**config.mk**
```make
export PLATFORM = sky130hd
export DESIGN_NAME = flbf_formatter
export DESIGN_NICKNAME = d
export VERILOG_FILES = /design/src/rtl/flbf_pkg.sv /design/src/rtl/flbf_fifo.sv /design/src/rtl/flbf_formatter.sv
export VERILOG_INCLUDE_DIRS = /design/src /design/src/rtl
export SDC_FILE = /design/constraint.sdc
export NUM_CORES = 2
export LEC_CHECK = 0
export BUFFER_PORTS_ARGS = -buffer_cell sky130_fd_sc_hd__buf_2
export CORE_MARGIN = 1
export CORE_UTILIZATION = 52
export CTS_CLUSTER_DIAMETER = 80
export DETAILED_ROUTE_END_ITERATION = 6
export PLACE_DENSITY = 0.75
export SLEW_MARGIN = 20
export SYNTH_ARGS = -nofsm -noshare
export SYNTH_HDL_FRONTEND = slang
export SYNTH_HIERARCHICAL = 1
export SYNTH_SLANG_ARGS = --single-unit
export TNS_END_PERCENT = 5
```
**constraint.sdc**
```tcl
create_clock -name clock_i -period 3.45 [get_ports clock_i]
set_clock_uncertainty 0.2 [all_clocks]
set_input_delay 0.69 -clock clock_i [delete_from_list [all_inputs] [get_ports clock_i]]
set_output_delay 0.69 -clock clock_i [all_outputs]
set_load 0.1 [all_outputs]
```
**src/rtl/flbf_defs.svh**
```systemverilog
// constants for the fault-log block reply formatter
`ifndef FLBF_DEFS_SVH
`define FLBF_DEFS_SVH

// ----------------
// reply layout, table byte numbers counted from zero
// ----------------
`define FLBF_COUNT_BYTE    8'hff
`define FLBF_PTR_OFS       8'h00
`define FLBF_ZERO_OFS      8'h01
`define FLBF_TS_OFS        8'h02
`define FLBF_TS_LAST       8'h07
`define FLBF_FF_LO_OFS     8'h08
`define FLBF_FF_HI_OFS     8'h09
`define FLBF_TICK_OFS      8'h0a
`define FLBF_PM_OFS        8'h0b
`define FLBF_PM_LAST       8'h2e
`define FLBF_ST_OFS        8'h2f
`define FLBF_PRE_LAST      8'h36
`define FLBF_LOOP_LAST     8'hed
`define FLBF_RESV_LAST     8'hfe
`define FLBF_NUM_BASE      9'h001
`define FLBF_COUNT_NUM     9'h000

// ----------------
// cyclical loop positions
// ----------------
`define FLBF_LOOP_TOP      6'h23
`define FLBF_LOOP_BOTTOM   6'h00
`define FLBF_ZERO_POS      6'h12
`define FLBF_ZERO_BYTE     8'h00

// ----------------
// shared tick timing
// ----------------
`define FLBF_TICK_US       200
`define FLBF_CLK_MHZ       100
`define FLBF_TS_WIDTH      41

`endif

```
**src/rtl/flbf_pkg.sv**
```systemverilog
// types for the fault-log block reply formatter
package flbf_pkg;

    // ----------------
    // stored record preamble fields
    // ----------------
    typedef struct packed {
        logic [7:0]             ptr;
        logic [15:0]            first_fault;
        logic [17:0][15:0]      peak_min;
        logic [7:0][7:0]        status;
    } flbf_record_type;

    // ----------------
    // one reply byte as it leaves the block
    // ----------------
    typedef struct packed {
        logic [7:0]             data;
        logic [8:0]             num;
        logic                   last;
    } flbf_beat_type;

    typedef enum logic [2:0] {
        FLBF_IDLE,
        FLBF_COUNT,
        FLBF_PRE,
        FLBF_LOOP_REQ,
        FLBF_LOOP_WAIT,
        FLBF_LOOP_DATA,
        FLBF_RESV
    } flbf_state_type;

endpackage : flbf_pkg
```
**src/rtl/flbf_fifo.sv**
```systemverilog
// small synchronous fifo with a registered output stage
`timescale 1ns/10ps
`default_nettype none

module flbf_fifo #(
    parameter int WIDTH = 18,
    parameter int DEPTH = 8
) (
    input  wire logic             clock_i,
    input  wire logic             reset_i,
    input  wire logic             ce_i,
    input  wire logic             in_valid_i,
    input  wire logic [WIDTH-1:0] in_data_i,
    output logic                  in_ready_o,
    output logic                  out_valid_o,
    output logic      [WIDTH-1:0] out_data_o,
    input  wire logic             out_ready_i
);

    localparam int AW = (DEPTH > 1) ? $clog2(DEPTH) : 1;

    logic [WIDTH-1:0] mem [DEPTH];
    logic [AW-1:0]    wr_ptr;
    logic [AW-1:0]    rd_ptr;
    logic [AW:0]      count;
    logic [AW-1:0]    next_wr_ptr;
    logic [AW-1:0]    next_rd_ptr;
    logic [AW:0]      next_count;
    logic             next_out_valid;
    logic [WIDTH-1:0] next_out_data;
    logic             push;
    logic             pop;

    // ----------------
    // pointer and count update
    // ----------------
    always_comb
    begin
        push           = in_valid_i && (count < (AW+1)'(DEPTH));
        pop            = (count != '0) && (!out_valid_o || out_ready_i);
        next_wr_ptr    = wr_ptr;
        next_rd_ptr    = rd_ptr;
        next_count     = count;
        next_out_valid = out_valid_o;
        next_out_data  = out_data_o;
        if (out_valid_o && out_ready_i)
            next_out_valid = 1'b0;
        if (push)
            next_wr_ptr = (wr_ptr == AW'(DEPTH - 1)) ? '0 : wr_ptr + 1'b1;
        if (pop)
        begin
            next_rd_ptr    = (rd_ptr == AW'(DEPTH - 1)) ? '0 : rd_ptr + 1'b1;
            next_out_valid = 1'b1;
            next_out_data  = mem[rd_ptr];
        end
        next_count = count + (AW+1)'(push) - (AW+1)'(pop);
    end

    always_ff @(posedge clock_i)
    begin
        if (reset_i)
        begin
            wr_ptr      <= '0;
            rd_ptr      <= '0;
            count       <= '0;
            out_valid_o <= 1'b0;
            out_data_o  <= '0;
        end
        else if (ce_i)
        begin
            wr_ptr      <= next_wr_ptr;
            rd_ptr      <= next_rd_ptr;
            count       <= next_count;
            out_valid_o <= next_out_valid;
            out_data_o  <= next_out_data;
        end
    end

    // storage has no reset; only written words are ever read
    always_ff @(posedge clock_i)
    begin
        if (ce_i && push)
            mem[wr_ptr] <= in_data_i;
    end

    // full flag is the count itself, so ready never lies
    always_ff @(posedge clock_i)
    begin
        if (reset_i)
            in_ready_o <= 1'b1;
        else if (ce_i)
            in_ready_o <= (next_count < (AW+1)'(DEPTH));
    end

endmodule : flbf_fifo

`default_nettype wire

```
**src/rtl/flbf_formatter.sv**
```systemverilog
// fault-log block reply formatter: preamble, cyclical loop bytes, reserved tail
//
// Behaviour
// - reply byte numbers carried on the stream count from zero at the count byte, so table byte n is number n+1
// - reply opens with byte count 0xFF, then the saved pointer as first data
// - bytes 55 to 237 carry cyclical loop data chosen by the saved pointer
// - byte 55 holds the loop entry at position equal to the saved pointer, or position 35 for pointers above 35
// - every later loop byte holds the entry one position lower, wrapping from position 0 to 35
// - 36 positions, position 18 is a zero byte, words low byte first
// - pointer 9 gives temperature status, then temperature high, then low
// - preamble bytes 0 to 54 laid out pointer, zero, stamp, fault, words, status
// - 41-bit shared timestamp counts 200 us ticks, cleared on reset
// - first-fault tick holds low 8 timestamp bits at the first fault
// - bytes 238 to 254 are reserved and follow the loop data
`include "flbf_defs.svh"
`timescale 1ns/10ps
`default_nettype none

module flbf_formatter
    import flbf_pkg::*;
#(
    parameter int TICK_CYCLES = `FLBF_TICK_US * `FLBF_CLK_MHZ,
    parameter int FIFO_DEPTH  = 8
) (
    input  wire logic            clock_i,
    input  wire logic            reset_i,
    input  wire logic            ce_i,
    input  wire logic            start_i,
    input  wire flbf_record_type record_i,
    input  wire logic            fault_event_i,
    input  wire logic            first_fault_i,
    input  wire logic            first_clear_i,
    output logic                 log_rd_o,
    output logic [7:0]           log_index_o,
    output logic [5:0]           log_pos_o,
    input  wire logic [7:0]      log_data_i,
    output logic                 busy_o,
    output logic                 reply_valid_o,
    output flbf_beat_type        reply_beat_o,
    input  wire logic            reply_ready_i
);

    localparam int TCW = $clog2(TICK_CYCLES + 1);

    // ----------------
    // preamble byte selection
    // ----------------
    function automatic logic [7:0] pre_byte(
        input flbf_record_type                rec,
        input logic [`FLBF_TS_WIDTH-1:0]      stamp,
        input logic [7:0]                     tick,
        input logic [7:0]                     idx
    );
        logic [47:0] wide;
        logic [7:0]  rel;
        logic [15:0] word;
        logic [7:0]  res;
        wide = 48'(stamp);
        rel  = 8'h00;
        word = 16'h0000;
        res  = `FLBF_ZERO_BYTE;
        if (idx == `FLBF_PTR_OFS)
            res = rec.ptr;
        else if (idx == `FLBF_ZERO_OFS)
            res = `FLBF_ZERO_BYTE;
        else if (idx <= `FLBF_TS_LAST)
        begin
            rel = idx - `FLBF_TS_OFS;
            res = wide[rel[2:0]*8 +: 8];
        end
        else if (idx == `FLBF_FF_LO_OFS)
            res = rec.first_fault[7:0];
        else if (idx == `FLBF_FF_HI_OFS)
            res = rec.first_fault[15:8];
        else if (idx == `FLBF_TICK_OFS)
            res = tick;
        else if (idx <= `FLBF_PM_LAST)
        begin
            rel  = idx - `FLBF_PM_OFS;
            word = rec.peak_min[rel[5:1]];
            res  = rel[0] ? word[15:8] : word[7:0];
        end
        else if (idx <= `FLBF_PRE_LAST)
        begin
            rel = idx - `FLBF_ST_OFS;
            res = rec.status[rel[2:0]];
        end
        return res;
    endfunction : pre_byte

    // ----------------
    // shared timestamp and first-fault tick
    // ----------------
    logic [TCW-1:0]             presc;
    logic [`FLBF_TS_WIDTH-1:0]  stamp;
    logic [`FLBF_TS_WIDTH-1:0]  fault_stamp;
    logic [7:0]                 first_fault_tick;
    logic                       tick_held;
    logic [TCW-1:0]             next_presc;
    logic [`FLBF_TS_WIDTH-1:0]  next_stamp;
    logic [`FLBF_TS_WIDTH-1:0]  next_fault_stamp;
    logic [7:0]                 next_first_fault_tick;
    logic                       next_tick_held;

    always_comb
    begin
        next_presc            = presc + 1'b1;
        next_stamp            = stamp;
        next_fault_stamp      = fault_stamp;
        next_first_fault_tick = first_fault_tick;
        next_tick_held        = tick_held;
        if (presc == TCW'(TICK_CYCLES - 1))
        begin
            next_presc = '0;
            next_stamp = stamp + 1'b1;
        end
        if (fault_event_i)
            next_fault_stamp = stamp;
        if (first_clear_i)
            next_tick_held = 1'b0;
        // a fault in the clearing cycle still gets captured
        if (first_fault_i && (!tick_held || first_clear_i))
        begin
            next_first_fault_tick = stamp[7:0];
            next_tick_held        = 1'b1;
        end
    end

    always_ff @(posedge clock_i)
    begin
        if (reset_i)
        begin
            presc            <= '0;
            stamp            <= '0;
            fault_stamp      <= '0;
            first_fault_tick <= 8'h00;
            tick_held        <= 1'b0;
        end
        else if (ce_i)
        begin
            presc            <= next_presc;
            stamp            <= next_stamp;
            fault_stamp      <= next_fault_stamp;
            first_fault_tick <= next_first_fault_tick;
            tick_held        <= next_tick_held;
        end
    end

    // ----------------
    // reply sequencer
    // ----------------
    flbf_state_type  state;
    flbf_state_type  next_state;
    flbf_record_type rec;
    flbf_record_type next_rec;
    logic [7:0]      idx;
    logic [7:0]      next_idx;
    logic [5:0]      next_log_pos;
    logic [7:0]      next_log_index;
    logic            next_log_rd;
    logic            next_busy;
    logic            pend_valid;
    logic            next_pend_valid;
    flbf_beat_type   pend_beat;
    flbf_beat_type   next_pend_beat;
    logic            fifo_in_ready;
    logic            can_load;

    always_comb
    begin
        next_state      = state;
        next_rec        = rec;
        next_idx        = idx;
        next_log_pos    = log_pos_o;
        next_log_index  = log_index_o;
        next_log_rd     = 1'b0;
        next_busy       = busy_o;
        next_pend_valid = pend_valid;
        next_pend_beat  = pend_beat;
        if (pend_valid && fifo_in_ready)
            next_pend_valid = 1'b0;
        // holding slot is free, or empties this cycle
        can_load = !pend_valid || fifo_in_ready;
        case (state)
            FLBF_IDLE:
            begin
                // a start while busy is never seen: only idle listens
                if (start_i)
                begin
                    next_rec   = record_i;
                    next_busy  = 1'b1;
                    next_state = FLBF_COUNT;
                end
            end
            FLBF_COUNT:
            begin
                if (can_load)
                begin
                    next_pend_valid     = 1'b1;
                    next_pend_beat.data = `FLBF_COUNT_BYTE;
                    next_pend_beat.num  = `FLBF_COUNT_NUM;
                    next_pend_beat.last = 1'b0;
                    next_idx            = `FLBF_PTR_OFS;
                    next_state          = FLBF_PRE;
                end
            end
            FLBF_PRE:
            begin
                if (can_load)
                begin
                    next_pend_valid     = 1'b1;
                    next_pend_beat.data = pre_byte(rec, fault_stamp,
                                                   first_fault_tick, idx);
                    next_pend_beat.num  = 9'(idx) + `FLBF_NUM_BASE;
                    next_pend_beat.last = 1'b0;
                    next_idx            = idx + 1'b1;
                    if (idx == `FLBF_PRE_LAST)
                    begin
                        // out-of-range pointer starts from the top
                        next_log_pos   = (rec.ptr > 8'(`FLBF_LOOP_TOP)) ?
                                         `FLBF_LOOP_TOP : rec.ptr[5:0];
                        next_log_index = 8'h00;
                        next_state     = FLBF_LOOP_REQ;
                    end
                end
            end
            FLBF_LOOP_REQ:
            begin
                // wait for an empty slot so the read data is never dropped
                if (!pend_valid)
                begin
                    next_log_rd = 1'b1;
                    next_state  = FLBF_LOOP_WAIT;
                end
            end
            FLBF_LOOP_WAIT:
            begin
                next_state = FLBF_LOOP_DATA;
            end
            FLBF_LOOP_DATA:
            begin
                next_pend_valid     = 1'b1;
                next_pend_beat.data = (log_pos_o == `FLBF_ZERO_POS) ?
                                      `FLBF_ZERO_BYTE : log_data_i;
                next_pend_beat.num  = 9'(idx) + `FLBF_NUM_BASE;
                next_pend_beat.last = 1'b0;
                next_idx            = idx + 1'b1;
                if (idx == `FLBF_LOOP_LAST)
                    next_state = FLBF_RESV;
                else
                begin
                    next_log_index = log_index_o + 1'b1;
                    next_log_pos   = (log_pos_o == `FLBF_LOOP_BOTTOM) ?
                                     `FLBF_LOOP_TOP :
                                     log_pos_o - 1'b1;
                    next_state     = FLBF_LOOP_REQ;
                end
            end
            FLBF_RESV:
            begin
                if (can_load)
                begin
                    next_pend_valid     = 1'b1;
                    next_pend_beat.data = `FLBF_ZERO_BYTE;
                    next_pend_beat.num  = 9'(idx) + `FLBF_NUM_BASE;
                    next_pend_beat.last = (idx == `FLBF_RESV_LAST);
                    next_idx            = idx + 1'b1;
                    if (idx == `FLBF_RESV_LAST)
                    begin
                        next_busy  = 1'b0;
                        next_state = FLBF_IDLE;
                    end
                end
            end
            default:
            begin
                next_busy  = 1'b0;
                next_state = FLBF_IDLE;
            end
        endcase
    end

    always_ff @(posedge clock_i)
    begin
        if (reset_i)
        begin
            state       <= FLBF_IDLE;
            rec         <= '0;
            idx         <= 8'h00;
            log_pos_o   <= 6'h00;
            log_index_o <= 8'h00;
            log_rd_o    <= 1'b0;
            busy_o      <= 1'b0;
            pend_valid  <= 1'b0;
            pend_beat   <= '0;
        end
        else if (ce_i)
        begin
            state       <= next_state;
            rec         <= next_rec;
            idx         <= next_idx;
            log_pos_o   <= next_log_pos;
            log_index_o <= next_log_index;
            log_rd_o    <= next_log_rd;
            busy_o      <= next_busy;
            pend_valid  <= next_pend_valid;
            pend_beat   <= next_pend_beat;
        end
    end

    // ----------------
    // output buffer toward the bus engine
    // ----------------
    // back-pressure from the engine stalls the sequencer via can_load
    flbf_fifo #(
        .WIDTH($bits(flbf_beat_type)),
        .DEPTH(FIFO_DEPTH)
    ) u_fifo (
        .clock_i    (clock_i),
        .reset_i    (reset_i),
        .ce_i       (ce_i),
        .in_valid_i (pend_valid),
        .in_data_i  (pend_beat),
        .in_ready_o (fifo_in_ready),
        .out_valid_o(reply_valid_o),
        .out_data_o (reply_beat_o),
        .out_ready_i(reply_ready_i)
    );

endmodule : flbf_formatter

`default_nettype wire

```
# == After elaboration in Yosys (flattened, before gate mapping) ==
# Memory sizes are Yosys's and may differ from the RTL's. A register that Yosys moved wholly into a read port is not among the register bits.
# Index checks and enable logic that the tools add are counted.
# classes
reduce_logical,37
order_cmp,8
n_shift,1
n_addsub,13
eq_ne,26
bitwise_logic,1
n_mul,0
muxes,58
div_mod_pow,0
# ops
cell,count
$mux W8,16
$bmux W16 S5,1
$pmux W18 S4,1
$mux W18,3
$shiftx A48 B7 Y8,1
$add A41 B1 Y41 const B,1
$mux W3,10
$mux W6,5
$bmux W8 S3,1
$eq A8 B4 Y1 const B,3
$pmux W8 S3,1
$pmux W3 S7,1
$add A8 B1 Y8 const B,2
$eq A8 B8 Y1 const B,2
$le A8 B6 Y1 const B,2
$mux W16,1
$ne A2 B2 Y1 const B,8
$pmux W8 S2,1
$add A15 B1 Y15 const B,1
$eq A15 B15 Y1 const B,1
$eq A3 B3 Y1 const B,5
$mux W15,1
$reduce_and A5 Y1,3
$reduce_and A2 Y1,7
39 further kinds,66
# word_totals
latch_bits,0
out_inout_bits,35
word_cells,193
input_bits,392
mem_count,1
ram_bits,144
register_bits,540
romBits,0
# memory_table
memory,depth,word_bits,rd,rd_clocked_by_memory_dff,write_ports,line_no,text
u_fifo.mem,8,18,1,1,1,flbf_fifo.sv:22,logic [WIDTH-1:0] mem [DEPTH];

# == Depth between registers and ports, before layout ==
# depth
depth_word,13
mapped_depth,15
depth_no_buf,9

# == Modules after synthesis ==
# Netlist, hierarchy kept.
# modules_own_cells
mod,seq_area_each_um2,instances,area_per_inst_um2,cells_per_inst
flbf_formatter,10570.1,1,23887.9,2908
flbf_fifo,4924.7,1,6970.4,361

# == Worst setup path after synthesis ==
# OpenSTA, ideal clock, no wires.
# synth_path
path_kind,flip-flop to flip-flop
start,register idx[1]
end,register pend_beat[10] in the netlist's numbering
synth_period_minus_slack_ns,3.637
n_path_buf,4
t_arrival_ns,3.318
t_required_ns,3.131
setup_time_ns,0.119
path_stages_with_launch,12
path_slack_ns,-0.187
cell_sequence,dfxtp_1 > clkbuf_1 > clkbuf_1 > inv_1 > ha_1 > inv_2 > buf_2 > buf_2 > mux4_2 > mux4_2 > a31oi_1 > a21oi_1
# synth_via
elab_chain_cells,13
elab_cells_between_ends,27
classes_between,add/sub (3); order compare (3); eq/ne (4); shift (1); mux (15); reduce/logical (1)
# synth_lines
element,line_no,text
from (decl),flbf_formatter.sv:156,logic [7:0] idx;
from (signal assigned),flbf_formatter.sv:301,idx <= next_idx;
$sub A6 B4 Y6 (no line) / $sub A3 B3 Y3 (equally long branches),n/a,
$bmux W16 S5 / $bmux W8 S3 (equally long branches),"flbf_formatter.sv:80, flbf_formatter.sv:86",
$mux W16 (implied by the code) / $mux W8 (equally long branches),"flbf_formatter.sv:80, flbf_formatter.sv:86",
"$mux W8, on equally long branches","flbf_formatter.sv:81, flbf_formatter.sv:83",
$mux W8,flbf_formatter.sv:77,else if (idx <= `FLBF_PM_LAST)
$mux W8,flbf_formatter.sv:75,else if (idx == `FLBF_TICK_OFS)
$mux W8,flbf_formatter.sv:73,else if (idx == `FLBF_FF_HI_OFS)
$mux W8,flbf_formatter.sv:71,else if (idx == `FLBF_FF_LO_OFS)
$mux W8,flbf_formatter.sv:66,else if (idx <= `FLBF_TS_LAST)
$mux W8,flbf_formatter.sv:64,else if (idx == `FLBF_ZERO_OFS)
$mux W8 (*),flbf_formatter.sv:62,if (idx == `FLBF_PTR_OFS)
$mux W18 (*),flbf_formatter.sv:209,if (can_load)
$pmux W18 S4 (*),flbf_formatter.sv:184,case (state)
to (signal assigned),flbf_formatter.sv:307,pend_beat <= next_pend_beat;
to (decl),flbf_formatter.sv:164,flbf_beat_type pend_beat;
# Mark *: on every way between the ends. The rest lies on a longest branch, timed or not. The select of a mux whose other input is x is not followed.
# A chain may end at the register's enable or synchronous reset.

# == Worst setup path in the final report ==
# Ends and elaborated chain as after synthesis.

==> metrics.txt <==
Post-Syn Area per Cell 9.44 µm²; Hold Path Sink rec[284]$_SDFFE_PP0P_; TritonCTS clock tree done; register-to-register setup slack 0.15 ns; min cycle time layout 3.30 ns; core box area 58100 µm²; Peak VDD IR 0.000668 V; vias in the first global route 24324; clk buf depth 3; drt total wl 93.4 mm; Max Slew Vio Count 0; Comb power frac 14.6%; sw frac 27.2%; CP max stage cell mux4_1; Die ar. 60300 µm²; DR vias 26196; routed len/inst 21.0 µm; ys async rst share 0%; critical path's top delay family multiplexers; Post-CTS Setup Bufs 0; DP Cell Count 4310; htree depth 3; Warnings, synthesis 6; final worst-path cycle share 95.7%; FMAX 0.303 GHz; Max-Cap Viols 0; RSZ-0062 raised after global routing true; Buf+Inv Stages, Crit Path 0; final std cells w/o fill 4443; DRT Pass-1 Iters 5; most common cell after layout, fill and taps aside nand2_1; initial antenna violation count 2; Worst path max stage delay 0.68 ns; syn_nets 3682; nets 4032; Hold Path Class input port to flop; largest net degree at the start of global routing 181; leakage dissipation 13.4 nW; Seq pwr share 45.1%; Post-synth EDFFs 144; WP data required 3.75 ns; final antenna-violating net count 0; final RePlAce weighted congestion 0.944; Initial Util 53.1%; dpl ws 0.186 ns; power density over the cells 552 nW/µm²; ys flop type dfxtp_1; # DRC 0; CP Capture Type flop; Critical Path AT 3.60 ns; worst-case reg-to-reg path depth 8; layout cells sized above 1 21.5%; area grow syn2layout 17.5%; final hold violations 0; Chip Width 246 µm; Clock Pin Slew Worst Setup and Hold Paths 0.06 ns; switching power 0.00545 W; Max FO, Critical Path 12; total gr overflow 0; first-pass GRT wire length 141 mm; # clock sinks 702; clk_lat worst skew 0.61 ns; GRT Util Overall 30.4%; final setup fails 0; most frequent cells in the layout nand2_1 (940), dfxtp_1 (556), a21oi_1 (502); CTS root buffer clkbuf_16; Final Util 62.4%; Yosys cell types 97; max_slew headroom 38.1%; TritonCTS Buffers 72; status complete, no violations; Hold Startpoint record_i[284]; # fillers 4810; vias per cell 5.90; 1st-iter DRT viols 2432; Int Pwr 0.0146 W; Setup WS post-layout 0.147 ns; Pwr Total 0.0200 W; Clk pwr share 40.2%; Port Buffers 426; IO Pins 427; row count 88; crit-path cells ha_1 > a21oi_4 > xnor2_4 > mux4_1 > mux2_2 > a221o_1 > nand2_1 > a21oi_1; reg2reg end pend_beat[10]$_SDFFE_PP0P_; worst-margin pin slew 0.922 ns; Crit Path Category flop to flop; flops & latches, synth 702; Reg-to-Reg Start idx[1]$_SDFFE_PP0P_; Worst Hold Depth 3; Die Ht 246 µm; Post-DP HPWL 67.9 mm; crit path launch type flop; register area share after synthesis 50.2%; Mapped Area 30900 µm²; Mapped Cells 3269
==> power groups by stage <==
stage	clock network (W)	logic (W)	registers [W]
floorplan	0	0.00159	0.00966
global placement	0	0.00287	0.00920
detailed placement	0	0.00290	0.00921
CTS	0.00811	0.00292	0.00903
global route	0.00844	0.00315	0.00907
finish	0.00806	0.00292	0.00904
==> routing by layer <==
| metal | wire (µm) | vias up | global-route usage, % | share of wire [%] |
|---|---|---|---|---|
| li1 | - | 12180 | - | - |
| met1 | 37300 | 12521 | 40.2 | 40 |
| met2 | 44100 | 1238 | 49.3 | 47 |
| met3 | 7280 | 255 | 4.45 | 7.8 |
| met4 | 4690 | 2 | 14.0 | 5.0 |
| met5 | 13 | - | 0 | 0.014 |
==> timing repair <==
item	4_1_cts	5_1_grt
endpoints found under the setup margin	0	3
hold buffers	0	0
resized for setup	0	1
==> cell families after synthesis <==
family | share of synthesized area, %
AND/OR/NAND/NOR | 17.5
AO/OA/AOI/OAI | 13.9
flip-flops | 50.2
buffers and inverters | 4.13
multiplexers | 11.3
XOR/XNOR | 2.04
adder cells (fa/ha/maj) | 0.876
==> worst reg2reg max path, delay by kind of cell (launching register included) <==
family          cells  cell delay [ns]
fa+ha+maj           1             0.37
mux                 2             1.02
simple gates        1             0.08
flops               1             0.43
xor+xnor            1             0.52
compound gates      3             0.58
==> cells in the mapped netlist (all sizes together), types with 10 or more instances <==
library cell	instances	share of area (%)
a211o	12	0.34
a211oi	33	0.80
a21o	13	0.32
a21oi	505	8.3
a221o	10	0.32
a221oi	11	0.37
a31oi	25	0.51
and2	12	0.24
and3	16	0.32
buf	68	1.6
clkbuf	171	2.2
dfxtp	558	36
edfxtp	144	14
ha	20	0.81
inv	20	0.24
mux2	27	0.99
mux2i	62	2.0
mux4	110	8.3
nand2	940	11
nand2b	11	0.22
nand3	34	0.57
nand4	22	0.47
nor2	139	1.7
nor2b	10	0.20
nor3	37	0.62
nor3b	10	0.26
o211ai	13	0.32
o21ai	34	0.55
o221ai	10	0.28
or3	14	0.28
xnor2	28	0.82
xor2	41	1.2
==> final cells by class <==
type | count | area [µm²] | area share (%)
Inverter | 20 | 75.1 | 0.207
Timing Repair Buffer | 518 | 3100 | 8.54
Tap cell | 765 | 957 | 2.64
Antenna cell | 1 | 2.50 | 0.00690
Multi-Input combinational cell | 2305 | 14200 | 39.1
Sequential cell | 702 | 15500 | 42.7
Clock inverter | 28 | 365 | 1.01
Clock buffer | 104 | 2100 | 5.80
==> how the worst max path moves through the flow <==
| stage | from | endpoint | slack [ns] | cells after the start |
|---|---|---|---|---|
| 3_5_place_dp | idx[1]$_SDFFE_PP0P_ | pend_beat[11]$_SDFFE_PP0P_ | 0.19 | 10 |
| 3_3_place_gp | idx[1]$_SDFFE_PP0P_ | pend_beat[11]$_SDFFE_PP0P_ | 0.22 | 9 |
| 4_1_cts | idx[1]$_SDFFE_PP0P_ | pend_beat[11]$_SDFFE_PP0P_ | 0.15 | 10 |
| 2_1_floorplan | idx[1]$_SDFFE_PP0P_ | pend_beat[10]$_SDFFE_PP0P_ | 0.02 | 11 |
| 5_1_grt | idx[1]$_SDFFE_PP0P_ | pend_beat[11]$_SDFFE_PP0P_ | -0.04 | 10 |
| 6_report | idx[1]$_SDFFE_PP0P_ | pend_beat[10]$_SDFFE_PP0P_ | 0.15 | 8 |
==> sequential cells by signal (all words and copies together) (netlist names), 6 cells and up <==
name / count
presc: 15
u_fifo/mem: 144
stamp: 41
log_pos_o: 6
fault_stamp: 41
log_index_o: 8
u_fifo/out_data_o: 18
first_fault_tick: 8
idx: 8
pend_beat: 18
rec: 376
==> per-stage QoR <==
step                hold WS [ns]  setup TNS (ns)  instance area (µm²)
floorplan                  0.232               0                30900
global placement           0.239               0                33800
detailed placement         0.243               0                33800
CTS                       0.0909               0                36200
global route              0.0991         -0.0519                36300
finish                     0.104               0                36300
(Power assumes the default switching activity.)
